`src/design/cmc_pkg.sv`:
```
// Constants, types and tables shared by the coprocessor files
// Notes on behaviour
// (RULE1) Circular, linear, hyperbolic; rotation and vectoring
// (RULE2) Lookup tables built in, 20-bit signed entries
// (RULE3) Circular vectoring takes full signed 16-bit X, Y
// (RULE4) Circular rotation takes full range Z angle
// (RULE5) Module off freezes the whole kernel
// (RULE6) Software sees operands and results as 16 bits
// (RULE7) X, Y kernel 24 bits plus 2 overflow
// (RULE8) Z kernel 20 bits plus 1 overflow
// (RULE9) Keep bits reuse last kernel value
// (RULE10) Sixteen iterations, done within 41 cycles
// (RULE11) Two's complement; X result optionally unsigned
// (RULE12) Software gives X and Y same form
// (RULE13) Angle tables are S19 codes, pi scaled
// (RULE14) Circular, hyperbolic Z result is S15
// (RULE15) Linear table emulated in 1.15 form
// (RULE16) Linear Z result is S4.11
// (RULE17) Results truncated, no rounding
// (RULE18) Completion sets flag; interrupt when enabled
// (RULE19) Interrupt shares polling level 9 node
// (RULE20) Done flag sticky; busy shown while iterating
// (RULE21) No operand writes or restart while busy
package cmc_pkg;

  localparam int CMC_ACC_W = 16;
  localparam int CMC_XY_W  = 26;
  localparam int CMC_Z_W   = 21;
  localparam int CMC_LUT_W = 20;

  // Register byte offsets
  localparam logic [4:0] CMC_REG_CTRL = 5'h00;
  localparam logic [4:0] CMC_REG_STAT = 5'h04;
  localparam logic [4:0] CMC_REG_XDAT = 5'h08;
  localparam logic [4:0] CMC_REG_YDAT = 5'h0c;
  localparam logic [4:0] CMC_REG_ZDAT = 5'h10;

  // Control and status bit positions
  localparam int CMC_START_BIT = 0;
  localparam int CMC_CTRL_LSB  = 1;
  localparam int CMC_CTRL_MSB  = 9;
  localparam int CMC_BUSY_BIT  = 0;
  localparam int CMC_EOC_BIT   = 1;

  localparam logic [3:0] CMC_LAST_ITER  = 4'hf;
  localparam logic [3:0] CMC_HYP_REP_A  = 4'h4;
  localparam logic [3:0] CMC_HYP_REP_B  = 4'he;
  localparam int         CMC_MAX_CYCLES = 41;

  // Angle codes in the Z kernel: pi is 2^19
  localparam logic signed [20:0] CMC_Z_PI      = 21'sh080000;
  localparam logic signed [20:0] CMC_Z_HALF_PI = 21'sh040000;
  localparam logic [19:0]        CMC_LIN_ONE   = 20'h08000;

  typedef enum logic [1:0] {
    CMC_LINEAR     = 2'h0,
    CMC_CIRCULAR   = 2'h1,
    CMC_RESERVED   = 2'h2,
    CMC_HYPERBOLIC = 2'h3
  } cmc_mode_t;

  // Gray order along idle, prep, step, fetch
  typedef enum logic [1:0] {
    CMC_IDLE  = 2'h0,
    CMC_PREP  = 2'h1,
    CMC_STEP  = 2'h3,
    CMC_FETCH = 2'h2
  } cmc_state_t;

  typedef struct packed {
    logic      moduleOn;
    logic      intEnable;
    logic      xUnsigned;
    logic      keepZ;
    logic      keepY;
    logic      keepX;
    cmc_mode_t mode;
    logic      vectoring;
  } cmc_ctrl_t;

  localparam cmc_ctrl_t CMC_CTRL_RESET = 9'h100;

  typedef struct packed {
    cmc_state_t               fsm;
    logic [3:0]               iter;
    cmc_ctrl_t                ctrl;
    logic [15:0]              xOp;
    logic [15:0]              yOp;
    logic [15:0]              zOp;
    logic signed [25:0]       x;
    logic signed [25:0]       y;
    logic signed [20:0]       z;
    logic                     eoc;
    logic                     irq;
    logic                     ack;
    logic                     waitReq;
    logic [31:0]              rdata;
  } cmc_regs_t;

  localparam logic [19:0] CMC_ATAN_LUT [16] = '{
    20'h20000, 20'h12e40, 20'h09fb3, 20'h05111, 20'h028b1, 20'h0145d,
    20'h00a2f, 20'h00518, 20'h0028c, 20'h00146, 20'h000a3, 20'h00051,
    20'h00029, 20'h00014, 20'h0000a, 20'h00005};

  // Indexed by shift; slot zero is never used
  localparam logic [19:0] CMC_ATANH_LUT [16] = '{
    20'h00000, 20'h16618, 20'h0a681, 20'h051ea, 20'h028cc, 20'h01461,
    20'h00a30, 20'h00518, 20'h0028c, 20'h00146, 20'h000a3, 20'h00051,
    20'h00029, 20'h00014, 20'h0000a, 20'h00005};

  // Hyperbolic shifts repeat at 4 and 13 for convergence
  function automatic logic [3:0] cmc_hyp_shift(input logic [3:0] i);
    logic [3:0] s;
    s = i;
    if (i < CMC_HYP_REP_A) begin
      s = i + 4'h1;
    end else if (i >= CMC_HYP_REP_B) begin
      s = i - 4'h1;
    end
    return s;
  endfunction

endpackage

```
`src/design/cmc_lut_rom.sv`:
```
// Registered lookup table for the three kernel modes
`timescale 1ns/10ps
module cmc_lut_rom
  import cmc_pkg::*;
(
  input  wire logic        clock,
  input  wire logic        resetn,
  input  wire cmc_mode_t   mode,
  input  wire logic [3:0]  iter,
  output logic      [19:0] entry
);

  logic [19:0] next_entry;

  always_comb begin
    case (mode)
      CMC_CIRCULAR: begin
        next_entry = CMC_ATAN_LUT[iter]; // RULE13
      end
      CMC_HYPERBOLIC: begin
        next_entry = CMC_ATANH_LUT[cmc_hyp_shift(iter)]; // RULE13
      end
      default: begin
        // No stored table: powers of two in 1.15
        next_entry = CMC_LIN_ONE >> iter; // RULE15
      end
    endcase
  end

  always_ff @(posedge clock) begin
    if (!resetn) begin
      entry <= '0;
    end else begin
      entry <= next_entry; // RULE2
    end
  end

endmodule

```
`src/design/cmc_top.sv`:
```
// CORDIC coprocessor kernel with Avalon-MM register slave
`timescale 1ns/10ps
module cmc_top
  import cmc_pkg::*;
(
  input  wire logic        clock,
  input  wire logic        resetn,
  input  wire logic [4:0]  avs_address,
  input  wire logic        avs_read,
  input  wire logic        avs_write,
  input  wire logic [31:0] avs_writedata,
  input  wire logic [3:0]  avs_byteenable,
  output logic      [31:0] avs_readdata,
  output logic             avs_waitrequest,
  output logic             calcIrq
);

  ////////////////////////////////////////////////////////////////////////////

  cmc_regs_t          r;
  cmc_regs_t          next_r;
  logic [19:0]        lutEntry;
  logic               nextAck;
  logic               doWrite;
  logic               startReq;
  logic [15:0]        wMask;
  logic [15:0]        wData;
  logic [9:0]         ctrlMask;
  logic [9:0]         ctrlWord;
  logic [9:0]         ctrlNew;
  logic [15:0]        xRes;
  logic [15:0]        yRes;
  logic [15:0]        zRes;
  logic [31:0]        readMux;
  logic [3:0]         shift;
  logic               dirPos;
  logic signed [25:0] xShift;
  logic signed [25:0] yShift;
  logic signed [20:0] zEntry;
  logic               isCirc;
  logic               isHyp;

  ////////////////////////////////////////////////////////////////////////////

  cmc_lut_rom u_lut (
    .clock  (clock),
    .resetn (resetn),
    .mode   (r.ctrl.mode),
    .iter   (r.iter),
    .entry  (lutEntry)
  );

  ////////////////////////////////////////////////////////////////////////////
  // Result views of the wide kernel

  always_comb begin
    // Low bits simply dropped
    yRes = r.y[23:8]; // RULE6 RULE17
    zRes = r.z[19:4]; // RULE14 RULE16
    if (!r.ctrl.xUnsigned) begin
      xRes = r.x[23:8]; // RULE11
    end else if (r.x[25]) begin
      xRes = 16'h0000; // RULE11
    end else if (r.x[24]) begin
      // Saturate rather than wrap past the view
      xRes = 16'hffff; // RULE11
    end else begin
      xRes = r.x[23:8]; // RULE11
    end
  end

  always_comb begin
    case (avs_address)
      CMC_REG_CTRL: begin
        readMux = {22'h000000, r.ctrl, 1'b0};
      end
      CMC_REG_STAT: begin
        readMux = {30'h00000000, r.eoc, (r.fsm != CMC_IDLE)}; // RULE20
      end
      CMC_REG_XDAT: begin
        readMux = {16'h0000, xRes};
      end
      CMC_REG_YDAT: begin
        readMux = {16'h0000, yRes};
      end
      CMC_REG_ZDAT: begin
        readMux = {16'h0000, zRes};
      end
      default: begin
        readMux = 32'h00000000;
      end
    endcase
  end

  ////////////////////////////////////////////////////////////////////////////
  // Kernel datapath for one iteration

  always_comb begin
    isCirc = (r.ctrl.mode == CMC_CIRCULAR);
    isHyp  = (r.ctrl.mode == CMC_HYPERBOLIC);
    shift  = isHyp ? cmc_hyp_shift(r.iter) : r.iter;
    xShift = r.x >>> shift; // RULE17
    yShift = r.y >>> shift;
    zEntry = {lutEntry[19], lutEntry};
    // Vectoring drives Y to zero, rotation drives Z to zero
    if (r.ctrl.vectoring) begin
      dirPos = r.y[25]; // RULE1
    end else begin
      dirPos = !r.z[20]; // RULE1
    end
  end

  ////////////////////////////////////////////////////////////////////////////
  // Bus decode, control and sequencing

  always_comb begin
    next_r   = r;
    wMask    = {{8{avs_byteenable[1]}}, {8{avs_byteenable[0]}}};
    wData    = avs_writedata[15:0];
    ctrlMask = {avs_byteenable[1], wMask[8:0]};
    ctrlWord = avs_writedata[9:0];
    ctrlNew  = ({r.ctrl, 1'b0} & ~ctrlMask) | (ctrlWord & ctrlMask);
    startReq = 1'b0;

    // One wait cycle, then a single acknowledge cycle
    nextAck        = (avs_read || avs_write) && !r.ack;
    doWrite        = avs_write && r.ack;
    next_r.ack     = nextAck;
    next_r.waitReq = !nextAck;
    if (nextAck && avs_read) begin
      next_r.rdata = readMux;
    end

    if (doWrite) begin
      case (avs_address)
        CMC_REG_CTRL: begin
          next_r.ctrl = ctrlNew[CMC_CTRL_MSB:CMC_CTRL_LSB];
          startReq    = avs_byteenable[0] && wData[CMC_START_BIT];
        end
        CMC_REG_STAT: begin
          if (avs_byteenable[0] && wData[CMC_EOC_BIT]) begin
            next_r.eoc = 1'b0; // RULE20
          end
        end
        CMC_REG_XDAT: begin
          next_r.xOp = (r.xOp & ~wMask) | (wData & wMask); // RULE6
        end
        CMC_REG_YDAT: begin
          next_r.yOp = (r.yOp & ~wMask) | (wData & wMask); // RULE6
        end
        CMC_REG_ZDAT: begin
          next_r.zOp = (r.zOp & ~wMask) | (wData & wMask); // RULE6
        end
        default: begin
          next_r.ctrl = r.ctrl;
        end
      endcase
    end

    // Module off stands for a stopped clock: kernel frozen
    if (r.ctrl.moduleOn) begin // RULE5
      case (r.fsm)
        CMC_IDLE: begin
          // Start while busy is ignored
          if (startReq) begin
            next_r.fsm  = CMC_PREP;
            next_r.iter = 4'h0;
            next_r.eoc  = 1'b0; // RULE20
            if (!next_r.ctrl.keepX) begin // RULE9
              next_r.x = {{2{r.xOp[15]}}, r.xOp, 8'h00}; // RULE7
            end
            if (!next_r.ctrl.keepY) begin // RULE9
              next_r.y = {{2{r.yOp[15]}}, r.yOp, 8'h00}; // RULE7
            end
            if (!next_r.ctrl.keepZ) begin // RULE9
              next_r.z = {r.zOp[15], r.zOp, 4'h0}; // RULE8
            end
          end
        end
        CMC_PREP: begin
          next_r.fsm = CMC_STEP;
          // Fold into the right half plane; Z overflow wraps
          if (isCirc && r.ctrl.vectoring && r.x[25]) begin
            next_r.x = -r.x; // RULE3
            next_r.y = -r.y; // RULE3
            next_r.z = r.z + CMC_Z_PI; // RULE3
          end
          if (isCirc && !r.ctrl.vectoring) begin
            if (r.z > CMC_Z_HALF_PI) begin
              next_r.x = -r.x; // RULE4
              next_r.y = -r.y; // RULE4
              next_r.z = r.z - CMC_Z_PI; // RULE4
            end else if (r.z < -CMC_Z_HALF_PI) begin
              next_r.x = -r.x; // RULE4
              next_r.y = -r.y; // RULE4
              next_r.z = r.z + CMC_Z_PI; // RULE4
            end
          end
        end
        CMC_STEP: begin
          if (dirPos) begin
            next_r.y = r.y + xShift; // RULE1
            next_r.z = r.z - zEntry; // RULE1
            if (isCirc) begin
              next_r.x = r.x - yShift;
            end else if (isHyp) begin
              next_r.x = r.x + yShift;
            end
          end else begin
            next_r.y = r.y - xShift; // RULE1
            next_r.z = r.z + zEntry; // RULE1
            if (isCirc) begin
              next_r.x = r.x + yShift;
            end else if (isHyp) begin
              next_r.x = r.x - yShift;
            end
          end
          if (r.iter == CMC_LAST_ITER) begin // RULE10
            next_r.fsm = CMC_IDLE;
            // Set after any clear in this cycle, so it wins
            next_r.eoc = 1'b1; // RULE18 RULE20
          end else begin
            next_r.iter = r.iter + 4'h1;
            // Table output is registered, so one fetch cycle
            next_r.fsm  = CMC_FETCH;
          end
        end
        CMC_FETCH: begin
          next_r.fsm = CMC_STEP;
        end
        default: begin
          next_r.fsm = CMC_IDLE;
        end
      endcase
    end

    // Level request towards the shared level 9 node
    next_r.irq = next_r.eoc && next_r.ctrl.intEnable; // RULE18 RULE19
  end

  ////////////////////////////////////////////////////////////////////////////

  always_ff @(posedge clock) begin
    if (!resetn) begin
      r.fsm     <= CMC_IDLE;
      r.iter    <= 4'h0;
      r.ctrl    <= CMC_CTRL_RESET;
      r.xOp     <= 16'h0000;
      r.yOp     <= 16'h0000;
      r.zOp     <= 16'h0000;
      r.x       <= 26'sh0000000;
      r.y       <= 26'sh0000000;
      r.z       <= 21'sh000000;
      r.eoc     <= 1'b0;
      r.irq     <= 1'b0;
      r.ack     <= 1'b0;
      r.waitReq <= 1'b1;
      r.rdata   <= 32'h00000000;
    end else begin
      r <= next_r;
    end
  end

  assign avs_readdata    = r.rdata;
  assign avs_waitrequest = r.waitReq;
  assign calcIrq         = r.irq;

endmodule

```
`config.mk`:
```
export PLATFORM = sky130hd
export DESIGN_NAME = cmc_top
export DESIGN_NICKNAME = d
export VERILOG_FILES = /design/src/design/cmc_pkg.sv /design/src/design/cmc_lut_rom.sv /design/src/design/cmc_top.sv
export SDC_FILE = /design/constraint.sdc
export NUM_CORES = 1
export LEC_CHECK = 0
export ABC_AREA = 1
export CAP_MARGIN = 20
export CORE_ASPECT_RATIO = 1.5
export CORE_MARGIN = 2
export CORE_UTILIZATION = 25
export DETAILED_ROUTE_END_ITERATION = 16
export DONT_BUFFER_PORTS = 1
export MAX_ROUTING_LAYER = met4
export PLACE_DENSITY = 0.41
export SETUP_SLACK_MARGIN = 0.1
export SLEW_MARGIN = 20
export SYNTH_ARGS = -nofsm -noshare
export SYNTH_HDL_FRONTEND = slang
export SYNTH_HIERARCHICAL = 1
export SYNTH_SLANG_ARGS = --single-unit
```
`constraint.sdc`:
```
create_clock -name clock -period 14.3 [get_ports clock]
set_input_delay 2.145 -clock clock [delete_from_list [all_inputs] [get_ports clock]]
set_output_delay 2.145 -clock clock [all_outputs]
set_load 0.02 [all_outputs]
```
======== Word-level counts from Yosys, hierarchy flattened ========
Memory sizes are Yosys's and may differ from the RTL's.
Index checks and enable logic that the tools add are counted.
storage, ports and cells
  bits in registers ....................... 192
  bits in latches ......................... 0
  memory bits (writable) .................. 0
  memory bits (read-only) ................. 640
  input port bits ......................... 45
  memories kept ........................... 2
memories
  memory           depth  bits a word  rd ports  clocked after memory_dff  write ports  RTL line           RTL
  (no name shown)  16     20           1         0                         0            cmc_lut_rom.sv:21  next_entry = CMC_ATANH_LUT[cmc_hyp_shift(iter)];
  (no name shown)  16     20           1         0                         0            cmc_lut_rom.sv:18  next_entry = CMC_ATAN_LUT[iter];
operators by class
  add/sub/neg operators ................... 12
  multipliers ............................. 0
  div/mod/pow operators ................... 0
  order comparisons ....................... 6
  equal/unequal tests ..................... 16
  shift-type cells ........................ 3
  mux-type cells .......................... 46
  bitwise operators ....................... 14
  reductions and logical operators ........ 29
operators by type and width
  cell                                                                    count
  73-bit 2-to-1 mux                                                       5
  73-bit case mux with 3 select lines                                     1
  26-bit 2-to-1 mux                                                       6
  16-bit 2-to-1 mux                                                       6
  20-bit 2-to-1 mux                                                       4
  16-bit case mux with 5 select lines                                     1
  74-bit 2-to-1 mux                                                       1
  16-bit bitwise AND                                                      4
  56-bit 2-to-1 mux                                                       1
  26-bit adder                                                            2
  26-bit negator                                                          2
  26-bit by 4-bit >>> shifter with 26-bit output                          2
  26-bit subtractor                                                       2
  16-bit OR                                                               3
  20-bit case mux with 2 select lines                                     1
  21-bit by 20-bit adder with 21-bit output                               1
  21-bit adder, second input constant                                     1
  21-bit by 20-bit > comparator with 1-bit output, second input constant  1
  21-bit by 19-bit < comparator with 1-bit output, second input constant  1
  21-bit 2-to-1 mux                                                       1
  21-bit by 20-bit subtractor with 21-bit output                          1
  21-bit subtractor, second input constant                                1
  10-bit bitwise AND                                                      2
  4-bit 2-to-1 mux                                                        5
  other kinds (36)                                                        71

======== Logic depth before layout (Yosys ltp) ========
  word-level depth ........................ 10
  depth in mapped cells ................... 38
  depth with buffers taken out ............ 37

======== Cells and area by module ========
The synthesis kept the hierarchy.
modules (own cells, without submodules)
  module       times used  cells an instance  area an instance (µm²)  seq. area each (µm²)
  cmc_top      1           2744               16498.3                 3123.0
  cmc_lut_rom  1           229                1556.5                  360.3

======== Worst setup path after synthesis ========
No wires, ideal clock.
  path kind ............................... register to register
  start point ............................. register, netlist name r[166]
  end point ............................... register r[80] (netlist bit)
  data arrival time ....................... 4.470 ns
  required time ........................... 14.191 ns
  path slack .............................. 9.721 ns
  stages on the path, launching flop included .. 35
  clock period less this slack ............ 4.579 ns
  cell sequence ........................... dfxtp_1 inv_1 ha_1 inv_1 nor2_1 nand2_1 nand3_1 nand2_2 buf_6 buf_2 nand2_1 nand3_1 nand2_1 nand2_1 nand2_1 ha_1 nand4_2 nor2_4 a31oi_1 xor2_1 inv_1 ha_1 nand2_1 nor2_1 nand4_1 o21ai_0 a21oi_1 o21bai_1 nand3_1 nand2_1 a21oi_1 o21ai_0 o211ai_1 nand2_1 inv_1
on the way
  longest elaborated chain between the ends .. 8
  elaborated cells on any way between the ends .. 12
  those cells by class .................... add/sub: 4; order compare: 2; shift: 1; mux: 5
RTL lines
  what                                                                                RTL line                        RTL
  4-bit by 1-bit subtractor with 4-bit output or 4-bit >= comparator (tied branches)  cmc_pkg.sv:118, cmc_pkg.sv:117
  4-bit 2-to-1 mux                                                                    cmc_pkg.sv:117                  end else if (i >= CMC_HYP_REP_B) begin
  4-bit 2-to-1 mux                                                                    n/a
  4-bit 2-to-1 mux (*)                                                                cmc_top.sv:101                  shift = isHyp ? cmc_hyp_shift(r.iter) : r.iter;
  26-bit by 4-bit >>> shifter with 26-bit output (*)                                  cmc_top.sv:102                  xShift = r.x >>> shift;
  26-bit subtractor or 26-bit adder (tied branches)                                   cmc_top.sv:210, cmc_top.sv:202
  73-bit 2-to-1 mux (*)                                                               cmc_top.sv:201                  if (dirPos) begin
  73-bit case mux with 3 select lines (*)                                             cmc_top.sv:162                  case (r.fsm)
  to (signal assigned)                                                                cmc_top.sv:260                  r <= next_r;
  to (decl)                                                                           cmc_top.sv:20                   cmc_regs_t r;
Mark *: on every way between the ends. The rest lies on a longest branch, timed or not.
A chain may end at the register's enable or synchronous reset.

======== Final worst setup path ========
  start point ............................. register, netlist name r[166]
  end point ............................... register r[80] (netlist bit)
on the way
  longest elaborated chain between the ends .. 8
  elaborated cells on any way between the ends .. 12
  those cells by class .................... add/sub: 4; order compare: 2; shift: 1; mux: 5
RTL lines
  what                                                                                RTL line
  4-bit by 1-bit subtractor with 4-bit output or 4-bit >= comparator (tied branches)  cmc_pkg.sv:118, cmc_pkg.sv:117
  4-bit 2-to-1 mux                                                                    cmc_pkg.sv:117
  4-bit 2-to-1 mux                                                                    n/a
  4-bit 2-to-1 mux (*)                                                                cmc_top.sv:101
  26-bit by 4-bit >>> shifter with 26-bit output (*)                                  cmc_top.sv:102
  26-bit subtractor or 26-bit adder (tied branches)                                   cmc_top.sv:210, cmc_top.sv:202
  73-bit 2-to-1 mux (*)                                                               cmc_top.sv:201
  73-bit case mux with 3 select lines (*)                                             cmc_top.sv:162
Marked as above.

==> impl_metrics.csv <==
group,metric,value,unit
flow_run,max_cap_violations,0,
placement,io_buffer_count,0,
floorplanning,initial_utilization,0.253,
setup_path,slowest_delay,0.62,ns
global_routing,grt_use_met1,0.217,
global_routing,antenna_found_initial,0,
timing,fin_ws,7.73,ns
floorplanning,num_rows,120,
placement,dp_hpwl,58.6,mm
finish,nets,3025,
synthesis,synth_seq_cells,174,
global_routing,grt_pass1_wl,115,mm
timing,max_slew_margin,0.342,
status,outcome,"finished, final reports clean",
timing,slew_violations,0,
global_routing,grt_use_met2,0.379,
synthesis,syn_area,18100,sq um
placement,pre_cts_ws,7.76,ns
setup_path,startpoint_type,"flop",
setup_path,setup.worst_path.start,"r[166]",
finish,drive_above_1_share,0.0503,
setup_path,crit_path_max_fanout,57,
drt,wl_per_cell,20.2,um
synthesis,yosysUniqueCellTypes,67,
synthesis,synth-main-ff-cell,"dfxtp_1",
drt,dr.pass1.iters,7,
power,max-vdd-ir-drop,0.0933,mV
timing,setup_viol,0,
global_routing,grt_max_degree,104,
timing,fin_skew,0.0223,ns
setup_path,crit_path_end_kind,"flop",
floorplanning,core_area,71500,sq um
synthesis,synth_top_area_cell,"dfxtp_1",
finish,final_common_cell,"nand2_1",
timing,fmax,152,MHz
setup_path,worstPathArrival,6.97,ns
finish,fin_util,0.268,
floorplanning,die_area,74400,sq um
floorplanning,io_pins,79,
drt,drc_errors,0,
cts,clkTransAtPathRegs,0.08,ns
setup_path,worstSetupPathType,"flop to flop",
global_routing,grt_pass1_vias,19100,
synthesis,yosysWarningCount,6,
drt,drtIter0Drc,1291,
synthesis,synthArstFlopShare,0,
timing,tightest_slew,0.980,ns
cts,clockRootBuffer,"clkbuf_16",
floorplanning,fp.dieH,333,um
synthesis,synth_edf_count,0,
cts,cts_tree,"yes",
drt,drt_wl_total,76.2,mm
synthesis,synth-seq-area-share,0.193,
drt,postRouteAntennaNets,0,
finish,area_growth,5.92,%
drt,viasPerCell,5.16,
setup_path,crit_top_cell,"nand2_1",
synthesis,post_synth.cell_area_avg,6.07,sq um
global_routing,grt.total_usage,0.209,
timing,min_period,6.57,ns
timing,fin_tns_setup,0,ns
global_routing,top_usage_layer,"met2",
power,power.leakage,8.36,nW
drt,vias,19500,
global_routing,overflow,0,
cts,clockBufferDepth,2,
timing,report.final.hold_viol_count,0,
cts,ctsHoldBuffers,0,
synthesis,synth_top_area_frac,0.193,
setup_path,worst_path_max_delay_cell,"dfxtp_1",
cts,cts_made_buffers,17,
cts,cts_resized,0,
min_path,min_path_type,"flop to flop",
power,p_total,5.72,mW
timing,period_share,0.460,
cts,cts.sink_count,174,
setup_path,r2r_start,"r[166]",
floorplanning,die_x,223,um
global_routing,grtUsageMet3,0.0234,
timing,rsz0062_at_grt,"false",
synthesis,synth_area_leaders,"dfxtp_1, nand2_1, o21ai_0, ha_1, a21oi_1",
cts,ctsHtreeMaxLevel,4,
setup_path,critPathRequiredTime,14.70,ns
cts,worstSkewPairLatency,0.50,ns
power,powerDensity,299,nW/um^2
cts,post_cts_buffers,0,
placement,place_congestion,0.868,
finish,layout_common_cells,"nand2_1, inv_1, o21ai_0",
synthesis,synthCells,2973,
## Yosys cell counts, drive strengths merged, types with 7 or more instances
cell    number
o21a         8
inv        364
o31ai       10
nor4         8
a31oi       37
o211ai      59
nand2      597
ha         125
clkbuf      91
or2         12
nor2       264
o21bai       7
o221ai      17
dfxtp      174
a21oi      297
buf         83
o21ai      328
a221oi      20
xnor2       17
a211oi      11
nand4       21
nand3      297
nor3        37
xor2        39
## worst paths after layout
| path | endpoint | slack (ns) | depth (start not counted) |
|---|---|---|---|
| setup / recovery | r[80] | 7.73 | 34 |
| hold / removal | flop | 0.47 | 2 |
| setup reg to reg | r[80] | 7.73 | 34 |
| hold reg to reg | flop | 0.47 | 2 |
## kinds of logic (layout without fill, tap and decap cells)
logic type	Yosys count	count (layout)	share of synthesized area
buffers and inverters	542	417	0.124
other	2	19	0.000416
XOR/XNOR	56	56	0.0272
flip-flops	174	174	0.193
AND/OR/NAND/NOR	1247	1247	0.305
AO/OA/AOI/OAI	822	822	0.259
multiplexers	1	1	0.000554
adder cells (fa/ha/maj)	129	129	0.0911
## cell type report
cell class,count,area [sq um]
Fill cell,8136,52300
Multi-Input combinational cell,2273,12400
Sequential cell,174,3480
Inverter,368,1380
Tap cell,915,1140
Clock buffer,20,437
Clock inverter,12,149
Timing Repair Buffer,17,128
Antenna cell,1,2.50
## critical path, delay by kind of cell (launching register included)
| family | cells | cell delay (ns) |
|---|---|---|
| simple gates | 17 | 2.04 |
| fa+ha+maj | 3 | 0.96 |
| flops | 1 | 0.62 |
| buf+inv | 6 | 1.34 |
| compound gates | 7 | 1.34 |
| xor+xnor | 1 | 0.15 |
## metal layers
metal  vias up  part of all wire
li1       9747                 -
met1      9114              0.38
met2       495              0.52
met3       155             0.036
met4         0             0.065
met5         -                 0
## stage by stage
stage / instance area [sq um] / hold WS [ns] / cells
5_1_grt: 19100 / 0.481 / 3779
2_1_floorplan: 18100 / 0.430 / 2989
4_1_cts: 19100 / 0.475 / 3779
6_report: 19100 / 0.474 / 3780
3_5_place_dp: 18500 / 0.463 / 3747
3_3_place_gp: 18500 / 0.460 / 3747
## report_power, final
group,internal (mW),switching [mW]
logic,1.39,2.98
clock network,0.262,0.241
registers,0.596,0.251
total,2.24,3.48
No activity file was read; power rests on OpenSTA's default activity.
